<file path="src/common/adcsq_pkg.sv">
// Purpose: shared constants and types for the converter sequencer control
// Assumes: 32-bit classic wishbone, byte address = 4 * register index
// Notes: register indices are kept as printed, see offsets below
package adcsq_pkg;

	// ----------------------------------------------------------------
	// register map
	// ----------------------------------------------------------------
	localparam logic [7:0] ADCSQ_IDX_CTRL = 8'h70;
	localparam logic [7:0] ADCSQ_IDX_RES_HIGH = 8'h71;
	localparam logic [7:0] ADCSQ_IDX_RES_LOW = 8'h72;
	localparam logic [7:0] ADCSQ_IDX_POWER = 8'h73;
	localparam int ADCSQ_ADR_W = 10;
	localparam logic [9:0] ADCSQ_ADR_CTRL = {ADCSQ_IDX_CTRL, 2'b00};
	localparam logic [9:0] ADCSQ_ADR_RES_HIGH = {ADCSQ_IDX_RES_HIGH, 2'b00};
	localparam logic [9:0] ADCSQ_ADR_RES_LOW = {ADCSQ_IDX_RES_LOW, 2'b00};
	localparam logic [9:0] ADCSQ_ADR_POWER = {ADCSQ_IDX_POWER, 2'b00};

	// ----------------------------------------------------------------
	// field positions and reset values
	// ----------------------------------------------------------------
	localparam int ADCSQ_BIT_DONE = 7;
	localparam int ADCSQ_BIT_SPEED = 6;
	localparam int ADCSQ_BIT_ON = 5;
	localparam int ADCSQ_BIT_RSVD = 4;
	localparam int ADCSQ_CH_MSB = 3;
	localparam int ADCSQ_BIT_HALT = 0;
	localparam logic [7:0] ADCSQ_CTRL_RESET = 8'h00;
	localparam logic [9:0] ADCSQ_RESULT_RESET = 10'h000;
	localparam logic [9:0] ADCSQ_RESULT_MAX = 10'h3ff;
	localparam logic [9:0] ADCSQ_RESULT_MIN = 10'h000;

	// ----------------------------------------------------------------
	// timing
	// ----------------------------------------------------------------
	localparam int ADCSQ_RES_BITS = 10;
	// converter clock periods per conversion: sample, ten bit trials, result stored on the last trial
	localparam int ADCSQ_SAMPLE_TICKS = 2;
	localparam logic [3:0] ADCSQ_SAMPLE_LAST = 4'h1;
	localparam logic [3:0] ADCSQ_BIT_LAST = 4'h9;
	localparam logic [1:0] ADCSQ_DIV_SLOW_LAST = 2'h3;
	localparam logic [1:0] ADCSQ_DIV_FAST_LAST = 2'h1;

	typedef enum logic [1:0] {
		ADCSQ_IDLE,
		ADCSQ_SAMPLE,
		ADCSQ_CONVERT
	} adcsq_state_type;

endpackage

</file>
<file path="src/common/adcsq_core_if.sv">
// Purpose: carries the control and result between the register file
// Assumes: one clock domain
// Notes: sequencer drives results, register file drives controls
interface adcsq_core_if;
	logic enable;
	logic speed;
	logic restart;
	logic [3:0] channel;
	logic done;
	logic [9:0] result;

	modport ctrl (
		output enable,
		output speed,
		output restart,
		output channel,
		input done,
		input result
	);

	modport seq (
		input enable,
		input speed,
		input restart,
		input channel,
		output done,
		output result
	);
endinterface

</file>
<file path="src/adcsq_seq.sv">
// Purpose: successive approximation sequencer driving the analog core
// Assumes: comparator answers within one cpu clock of the trial code
// Notes: converter tick is cpu clock divided by four or two
module adcsq_seq
	import adcsq_pkg::*;
(
	input wire logic clk,
	input wire logic rst_n,
	adcsq_core_if.seq cif,
	output logic [3:0] mux_sel,
	output logic sample,
	output logic [9:0] trial,
	input wire logic cmp_high,
	input wire logic cmp_above,
	input wire logic cmp_below
);

	typedef struct packed {
		adcsq_state_type st;
		logic [1:0] div;
		logic [3:0] cnt;
		logic [9:0] sar;
		logic [9:0] bitm;
		logic [3:0] ch;
		logic done;
		logic [9:0] result;
	} adcsq_seq_type;

	adcsq_seq_type r_q, r_d;
	logic tick;

	always_comb
	begin
		r_d = r_q;
		r_d.done = 1'b0;
		tick = (r_q.div == (cif.speed ? ADCSQ_DIV_FAST_LAST
			: ADCSQ_DIV_SLOW_LAST));
		r_d.div = tick ? 2'h0 : r_q.div + 2'h1;
		unique case (r_q.st)
			ADCSQ_IDLE:
			begin
				if (cif.enable)
				begin
					r_d.st = ADCSQ_SAMPLE;
					r_d.cnt = 4'h0;
					r_d.ch = cif.channel;
				end
			end
			ADCSQ_SAMPLE:
			begin
				if (tick)
				begin
					r_d.cnt = r_q.cnt + 4'h1;
					if (r_q.cnt == ADCSQ_SAMPLE_LAST)
					begin
						r_d.st = ADCSQ_CONVERT;
						r_d.cnt = 4'h0;
						r_d.bitm = 10'h200;
						r_d.sar = 10'h200;
					end
				end
			end
			ADCSQ_CONVERT:
			begin
				if (tick)
				begin
					r_d.sar = r_q.sar & ~(cmp_high ? 10'h000 : r_q.bitm);
					r_d.bitm = r_q.bitm >> 1;
					r_d.sar = r_d.sar | (r_q.bitm >> 1);
					r_d.cnt = r_q.cnt + 4'h1;
					if (r_q.cnt == ADCSQ_BIT_LAST)
					begin
						// saturate out-of-range inputs, no overflow flag
						if (cmp_above)
							r_d.result = ADCSQ_RESULT_MAX;
						else if (cmp_below)
							r_d.result = ADCSQ_RESULT_MIN;
						else
							r_d.result = r_d.sar;
						r_d.done = 1'b1;
						r_d.st = ADCSQ_SAMPLE;
						r_d.cnt = 4'h0;
						r_d.ch = cif.channel;
					end
				end
			end
			default:
				r_d.st = ADCSQ_IDLE;
		endcase
		// restart on channel change, stop when switched off
		if (cif.restart)
		begin
			r_d.st = ADCSQ_SAMPLE;
			r_d.cnt = 4'h0;
			r_d.ch = cif.channel;
			r_d.done = 1'b0;
		end
		if (!cif.enable)
		begin
			r_d.st = ADCSQ_IDLE;
			r_d.done = 1'b0;
		end
	end

	always_ff @(posedge clk)
	begin
		if (!rst_n)
		begin
			r_q <= '0;
			r_q.st <= ADCSQ_IDLE;
			r_q.result <= ADCSQ_RESULT_RESET;
		end
		else
			r_q <= r_d;
	end

	assign cif.done = r_q.done;
	assign cif.result = r_q.result;
	assign mux_sel = r_q.ch;
	assign sample = (r_q.st == ADCSQ_SAMPLE);
	assign trial = r_q.sar;

endmodule // adcsq_seq

</file>
<file path="src/adcsq_top.sv">
// Purpose: register file and bus slave of the converter sequencer control
// Assumes: classic wishbone, 32-bit data, registers in low byte lanes
// Notes: one wait state on every access; unmapped addresses read zero
//
// Decided for this implementation: the Wishbone interface to the registers.
module adcsq_top
	import adcsq_pkg::*;
(
	input wire logic clk,
	input wire logic rst_n,
	input wire logic wb_cyc_i,
	input wire logic wb_stb_i,
	input wire logic wb_we_i,
	input wire logic [31:0] wb_adr_i,
	input wire logic [3:0] wb_sel_i,
	input wire logic [31:0] wb_dat_i,
	output logic [31:0] wb_dat_o,
	output logic wb_ack_o,
	input wire logic halt_mode,
	input wire logic wait_mode,
	input wire logic cmp_high,
	input wire logic cmp_above,
	input wire logic cmp_below,
	input wire logic [15:0] analog_input_pin,
	output logic [15:0] pin_digital_level,
	output logic [3:0] mux_sel,
	output logic sample,
	output logic [9:0] trial,
	output logic converter_power
);

	// ----------------------------------------------------------------
	// state
	// ----------------------------------------------------------------
	typedef struct packed {
		logic done;
		logic speed;
		logic on;
		logic rsvd;
		logic [3:0] ch;
		logic restart;
		logic ack;
		logic [31:0] dat;
		logic [15:0] pins;
		logic [3:0] mux;
		logic samp;
		logic [9:0] trial;
		logic power;
	} adcsq_top_type;

	adcsq_top_type r_q, r_d;
	adcsq_core_if cif();
	logic [3:0] seq_mux;
	logic seq_sample;
	logic [9:0] seq_trial;
	logic req;
	logic wr;
	logic rd;
	logic [9:0] adr;
	logic [7:0] wbyte;

	assign req = wb_cyc_i && wb_stb_i && !r_q.ack;
	assign wr = req && wb_we_i;
	assign rd = req && !wb_we_i;
	assign adr = wb_adr_i[ADCSQ_ADR_W-1:0];
	assign wbyte = wb_dat_i[7:0];

	// halt gates the converter off; wait mode is deliberately ignored
	assign cif.enable = r_q.on && !halt_mode;
	assign cif.speed = r_q.speed;
	assign cif.restart = r_q.restart;
	assign cif.channel = r_q.ch;

	adcsq_seq u_seq (
		.clk(clk),
		.rst_n(rst_n),
		.cif(cif),
		.mux_sel(seq_mux),
		.sample(seq_sample),
		.trial(seq_trial),
		.cmp_high(cmp_high),
		.cmp_above(cmp_above),
		.cmp_below(cmp_below)
	);

	// ----------------------------------------------------------------
	// register file and bus slave
	// ----------------------------------------------------------------
	always_comb
	begin
		r_d = r_q;
		r_d.ack = req;
		r_d.restart = 1'b0;
		r_d.dat = 32'h0000_0000;
		r_d.pins = analog_input_pin;
		r_d.mux = seq_mux;
		r_d.samp = seq_sample;
		r_d.trial = seq_trial;
		r_d.power = cif.enable;
		if (rd)
		begin
			unique case (adr)
				ADCSQ_ADR_CTRL:
					r_d.dat[7:0] = {r_q.done, r_q.speed, r_q.on,
						r_q.rsvd, r_q.ch};
				ADCSQ_ADR_RES_HIGH:
				begin
					r_d.dat[7:0] = cif.result[9:2];
					r_d.done = 1'b0;
				end
				ADCSQ_ADR_RES_LOW:
					r_d.dat[7:0] = {6'h00, cif.result[1:0]};
				ADCSQ_ADR_POWER:
					r_d.dat[ADCSQ_BIT_HALT] = halt_mode;
				default:
					r_d.dat = 32'h0000_0000;
			endcase
		end
		if (wr && wb_sel_i[0] && adr == ADCSQ_ADR_CTRL)
		begin
			// flag bit is not writable
			r_d.speed = wbyte[ADCSQ_BIT_SPEED];
			r_d.on = wbyte[ADCSQ_BIT_ON];
			r_d.rsvd = wbyte[ADCSQ_BIT_RSVD];
			r_d.ch = wbyte[ADCSQ_CH_MSB:0];
			r_d.done = 1'b0;
			if (wbyte[ADCSQ_CH_MSB:0] != r_q.ch)
				r_d.restart = 1'b1;
		end
		// completion wins over a same-cycle clear by read or write
		if (cif.done)
			r_d.done = 1'b1;
		if (r_q.restart)
			r_d.done = 1'b0;
		if (!cif.enable)
			r_d.done = r_d.done && !(r_q.on && !halt_mode);
	end

	always_ff @(posedge clk)
	begin
		if (!rst_n)
			r_q <= '0;
		else
			r_q <= r_d;
	end

	assign wb_dat_o = r_q.dat;
	assign wb_ack_o = r_q.ack;
	assign pin_digital_level = r_q.pins;
	assign mux_sel = r_q.mux;
	assign sample = r_q.samp;
	assign trial = r_q.trial;
	assign converter_power = r_q.power;

endmodule // adcsq_top
</file>
<file path="config.mk">
export PLATFORM = sky130hd
export DESIGN_NAME = adcsq_top
export DESIGN_NICKNAME = d
export VERILOG_FILES = /design/src/common/adcsq_pkg.sv /design/src/common/adcsq_core_if.sv /design/src/adcsq_seq.sv /design/src/adcsq_top.sv
export SDC_FILE = /design/constraint.sdc
export NUM_CORES = 1
export LEC_CHECK = 0
export BUFFER_PORTS_ARGS = -buffer_cell sky130_fd_sc_hd__buf_4
export CAP_MARGIN = 15
export CORE_MARGIN = 2
export CORE_UTILIZATION = 49
export DETAILED_ROUTE_END_ITERATION = 6
export PLACE_DENSITY = 0.91
export REMOVE_ABC_BUFFERS = 1
export SYNTH_ARGS = -nofsm -noshare
export SYNTH_HDL_FRONTEND = slang
export SYNTH_SLANG_ARGS = --single-unit
</file>
<file path="constraint.sdc">
create_clock -name clk -period 2.25 [get_ports clk]
set_input_delay 0.675 -clock clk [delete_from_list [all_inputs] [get_ports clk]]
set_output_delay 0.675 -clock clk [all_outputs]
set_load 0.01 [all_outputs]
</file>
==> reports/metrics.csv, run 1 <==
metric;value;unit
Peak Freq;491;MHz
Initial Utilization;50.4;%
clk sink count;93;
Worst VDD drop;0.000296;V
skew final;0.00943;ns
Layout fillers;680;
Post-Syn Area;4140;sq um
Die Footprint;9200;sq um
pwr dens;621;nW/um^2
first-pass GRT wire length;14.3;mm
Syn Area/Cell;9.16;sq um
count of unique library cells instantiated by Yosys;51;
CP required;2.52;ns
Rel. slew slack;59.8;%
Residual DRC;0;
port bufs;83;
Post-synth EDFFs;0;
Worst-path clk slew;0.09;ns
YS warnings;0;
core area;8220;sq um
crit-path max FO;9;
placed insts;595;
share of cells above drive strength 1;25.5;%
Final Cycle Share;90.5;%
Comb power frac;6.5;%
prevailing post-synth register cell;dfxtp_1;
vias in the first global route;3083;
die extent in x;95.9;um
Final Non-Filler Cells;611;
Hold Fails Final Rpt;0;
worst-skew pair later-pin latency;0.38;ns
Sequential Power Share;56.9;%
post_cts resized;0;
CTS tree;yes;
Final Max Slew Viols;0;
switching power;734;uW
outcome;complete, no violations;
H-tree depth;3;
First-pass DRT Iterations;5;
hold buffer count at CTS;0;
Final HPWL DP;6.65;mm
Net Sw Frac;25.0;%
cell count after synthesis;452;
async set-reset flop share out of synthesis;0;%
Setup TNS Final;0;ns
RSZ-0062 raised after global routing;false;
Layout Nets;601;
gr usage total;19.9;%
Placer Congestion;0.880;
clock tree buffer depth;2;
Crit. End Element;flop;
Int Power;2210;uW
worst min-delay path class;reg2reg;
DRT antenna net count;0;
die height;95.9;um
flop and latch count out of synthesis;93;
CP arrival;2.31;ns
clock power share;36.6;%
Seq/Total Area, Yosys;45.0;%
Vias;3463;
routed wire length;9.28;mm
CTS root buf;clkbuf_8;
PnR Total Power;2940;uW
# diodes;0;
WL/cell;15.2;um
total gr overflow;0;
CP Launch Type;flop;
LEAKAGE;0.00186;uW
initial antenna violation count;0;
worst hold slack;0.455;ns
largest net degree at the start of global routing;25;
worst-margin pin slew;0.601;ns
Core Rows;33;
detail-routed via count per cell;5.67;
Area Growth Syn to Fin;14.2;%
Setup Crit Path Kind;reg2reg;
Max-Cap Viols;0;
Post-CTS Setup Repair Bufs;0;
initial DRC count;245;
I/O pin count;159;
cts bufs inserted;9;
min Tclk post-route;2.04;ns
endpoints failing setup;0;
## area by class of cell
type                            count  area [sq um]  area share [%]
Multi-Input combinational cell    287          1770            37.5
Clock buffer                       10           138            2.91
Clock inverter                      6          50.0            1.06
Timing Repair Buffer               97           728            15.4
Sequential cell                    93          1860            39.4
Inverter                           13          48.8            1.03
Tap cell                          105           131            2.78
## cells by family after synthesis
logic type / Yosys count / synth area share [%]
adders and majority gates: 6 / 1.81
and+or+nand+nor: 126 / 17.4
buffers and inverters: 95 / 14.3
xor gates and xnor gates: 6 / 1.45
AOI/OAI and AO/OA: 123 / 19.2
DFF: 93 / 45.0
other: 1 / 0.0905
muxes: 2 / 0.785
## stage by stage
stage | area [sq um] | utilization [%] | setup WS, ns
after global routing | 4730 | 57.6 | 0.163
final | 4730 | 57.6 | 0.214
after global placement | 4540 | 55.3 | 0.151
after floorplan | 3680 | - | 0.176
after CTS | 4730 | 57.6 | 0.279
after detailed placement | 4540 | 55.3 | 0.0905
## state kept, by name (all words and copies together), names as in the netlist
name / cells
u_seq.r_q: 18
pin_digital_level: 16
trial: 10
u_seq.cif.result: 10
u_seq.trial: 10
wb_dat_o: 8
cif.channel: 4
mux_sel: 4
u_seq.mux_sel: 4
r_q: 3
cif.restart: 1
cif.speed: 1
converter_power: 1
sample: 1
u_seq.cif.done: 1
wb_ack_o: 1
## Yosys cell counts, types with 3 or more instances
library cell  number  area share [%]
a21oi_1           40             4.8
a22oi_1            6             1.1
a31oi_1            3            0.45
and2_1            32             4.8
buf_2              3            0.36
buf_4             62              11
clkbuf_1          16             1.5
dfxtp_1           93              45
ha_1               6             1.8
inv_1             13             1.2
nand2_1           21             1.9
nand2b_1          11             1.7
nand3_1            4            0.48
nand4_1           14             2.1
nor2_1            22             2.0
o211ai_1           8             1.5
o21ai_0           30             3.6
o221a_2           10             2.7
o31ai_1           11             2.0
or4_1              3            0.54
xnor2_1            5             1.1
## per-layer routing
metal	up-vias	share of wire, %	global-route usage, %
met5	-	0	0
met4	0	2.4	7.98
met3	19	7.6	4.39
met2	177	49	34.7
met1	1652	41	23.8
li1	1615	-	-
## worst paths after layout
check                                      end           start  slack [ns]  cells past startpoint
worst min register to register         r_q[73]  u_seq.cif.done        0.45                      2
worst min-delay path                   r_q[73]  u_seq.cif.done        0.45                      2
worst max register to register  u_seq.trial[8]   u_seq.r_q[35]        0.21                      5
worst max-delay path            u_seq.trial[8]   u_seq.r_q[35]        0.21                      5
## placed cells by master (no fill, tap or decap), types with 4 or more instances in the layout
cell type,n
a21oi_1,40
a22oi_1,6
and2_1,32
buf_4,97
clkbuf_8,10
conb_1,24
dfxtp_1,93
ha_1,6
inv_1,13
nand2_1,21
nand2b_1,11
nand3_1,4
nand4_1,14
nor2_1,22
o211ai_1,8
o21ai_0,30
o221a_2,10
o31ai_1,11
xnor2_1,5
## power by group through the flow
stage / clock (uW) / sequential [uW] / combinational (uW)
floorplan: 0 / 1720 / 62.5
CTS: 1080 / 1670 / 189
global placement: 0 / 1710 / 184
global route: 1160 / 1680 / 206
detailed placement: 0 / 1710 / 188
finish: 1080 / 1670 / 190
## worst max-delay path: stages, from the launching register on
cell and delay (ns):
dfxtp_1 0.39, ha_1 0.21, or3b_2 0.48, a21boi_1 0.21, nand2_1 0.28, o31ai_1 0.37
Note: power is estimated with default switching activity, not from simulation.
==> inputs of run 2 (changes only) <==
CORE_ASPECT_RATIO = 1.4   (was not set)
==> run 2 against run 1 <==
Net effect:
- routed wire length grew 1.8%
- critical path depth did not move
- first-iteration DRC count fell by 4.9%
- largest power group unchanged
- clock power up 52%
- largest cell class unchanged
- global-route usage is 0.93 points higher
- final area is 3.1% higher
- register-to-register slack barely moved
==> reports/metrics.csv, run 2 (synthesized netlist as in run 1, its figures left out) <==
metric;value;unit;change
Worst VDD drop;0.000618;V;+110%
Final Max Slew Viols;0;;unchanged
outcome;complete, no violations;;
skew final;0.00822;ns;-0.00121 ns
Core Rows;39;;+18%
post_cts resized;0;;unchanged
H-tree depth;3;;unchanged
Peak Freq;494;MHz;+0.62%
Rel. slew slack;50.1;%;-9.6 points
total gr overflow;0;;unchanged
Residual DRC;0;;unchanged
Setup Crit Path Kind;reg2reg;;
CP required;2.50;ns;-0.02 ns
hold-critical path depth;2;;unchanged
die height;113;um;+18%
Reg2Reg Depth;5;;unchanged
FF-to-FF Start;u_seq.r_q[35];;
# diodes;0;;unchanged
First-pass DRT Iterations;5;;unchanged
hold buffer count at CTS;0;;unchanged
routed wire length;9.45;mm;+1.8%
GRT busiest layer;met2;;
placed cell area;4540;sq um;about the same
CTS tree;yes;;
Layout fillers;653;;-4.0%
CTS root buf;clkbuf_16;;
Area Growth Syn to Fin;17.8;%;
Setup TNS Final;0;ns;unchanged
Global Route met2 Usage;38.2;%;+3.5 points
Hold Fails Final Rpt;0;;unchanged
Layout Nets;600;;-0.17%
LEAKAGE;0.00193;uW;+3.6%
Die Footprint;9210;sq um;+0.11%
WL/cell;15.6;um;+2.5%
initial DRC count;233;;-4.9%
CP Buf/Inv Count;0;;unchanged
CP Launch Type;flop;;
CP arrival;2.27;ns;-0.04 ns
worst-skew pair later-pin latency;0.34;ns;-0.04 ns
initial antenna violation count;0;;unchanged
endpoints failing setup;0;;unchanged
post-route setup slack;0.227;ns;+0.0125 ns
commonest non-fill, non-tap cell in the layout;buf_4;;
vias in the first global route;3210;;+4.1%
worst hold slack;0.467;ns;+0.0120 ns
PnR Total Power;3510;uW;+19%
worst min-delay path class;reg2reg;;
die extent in x;81.7;um;-15%
RSZ-0062 raised after global routing;false;;
Post-CTS Setup Repair Bufs;0;;unchanged
min Tclk post-route;2.02;ns;-0.0125 ns
worst-margin pin slew;0.739;ns;+0.137 ns
slowest CP cell;or3b_2;;
cts bufs inserted;9;;unchanged
Worst-path clk slew;0.06;ns;-0.03 ns
Crit. End Element;flop;;
GR Util met1;22.3;%;-1.5 points
Final HPWL DP;6.76;mm;+1.7%
Vias;3345;;-3.4%
clock tree buffer depth;2;;unchanged
Reg-to-Reg End;u_seq.trial[6];;
port bufs;83;;unchanged
Final Cycle Share;89.9;%;-0.56 points
I/O pin count;159;;unchanged
Max-Cap Viols;0;;unchanged
largest net degree at the start of global routing;30;;+20%
Largest register FFs;18;;unchanged
core area;8200;sq um;-0.23%
cells along the critical path;ha_1 -> or3b_2 -> a21boi_1 -> nand2_1 -> o31ai_1;;
share of cells above drive strength 1;25.3;%;-0.15 points
min-delay src;u_seq.cif.done;;
DRT antenna net count;0;;unchanged
clk sink count;93;;unchanged
R2R setup slack;0.23;ns;about the same
Top Family by Delay on Critical Path;simple AND/OR/NAND/NOR gates;;
dpl ws;0.164;ns;+0.0737 ns
crit-path max FO;9;;unchanged
Initial Utilization;50.5;%;+0.12 points
first-pass GRT wire length;15.1;mm;+5.1%
Biggest register;u_seq.r_q;;
Worst Hold Endpoint;r_q[73];;
pwr dens;720;nW/um^2;+16%
gr usage total;20.8;%;+0.93 points
most frequent cells in the layout;buf_4 (95), dfxtp_1 (93), a21oi_1 (40);;
CP max stage delay;0.47;ns;about the same
detail-routed via count per cell;5.51;;-2.8%
met3 GRT Util;3.67;%;-0.72 points
post-route cell area;4880;sq um;+3.1%
Placer Congestion;0.878;;-0.28%
[run 2: final cells by class]
type | instances | area, sq um | share of cell area (%)
clock buffer | 10 | 239 | 4.90
clock inverter | 6 | 93.8 | 1.92
inverter | 13 | 48.8 | 1.00
multi-input combinational | 287 | 1770 | 36.4
sequential | 93 | 1860 | 38.2
tap | 102 | 128 | 2.62
timing repair buffer | 96 | 733 | 15.0
[run 2: stage by stage]
step	std cells	util [%]
finish	607	59.5
global route	607	59.5
detailed placement	591	55.4
global placement	591	55.4
floorplan	393	-
CTS	607	59.5
[run 2: worst reg2reg max path: cells and delay by family (launching register included)]
family / cells / cell delay, ns
and+or+nand+nor: 2 / 0.74
AOI/OAI and AO/OA: 2 / 0.59
DFF: 1 / 0.39
adders and majority gates: 1 / 0.22
[run 2: layer usage]
metal	vias up	wire, um	share of wire [%]
li1	1613	-	-
met1	1573	3590	38
met2	139	5050	53
met3	20	552	5.8
met4	0	250	2.6
met5	-	0	0
[run 2: worst max path at each step]
stage	endpoint	cells past startpoint	startpoint
final	u_seq.trial[6]	5	u_seq.r_q[35]
after detailed placement	wb_dat_o[4]	5	wb_adr_i[1]
after global routing	u_seq.trial[6]	5	u_seq.r_q[35]
after CTS	u_seq.trial[6]	5	u_seq.r_q[35]
after global placement	wb_dat_o[2]	5	wb_adr_i[1]
after floorplan	u_seq.trial[8]	5	u_seq.r_q[35]
[run 2: where the power goes]
part	total (uW)	switching, uW	leakage [uW]	internal, uW
sequential	1670	9.63	0.000754	1660
clock	1640	629	0.000165	1010
combinational	195	102	0.00101	93.0
total	3510	740	0.00193	2770
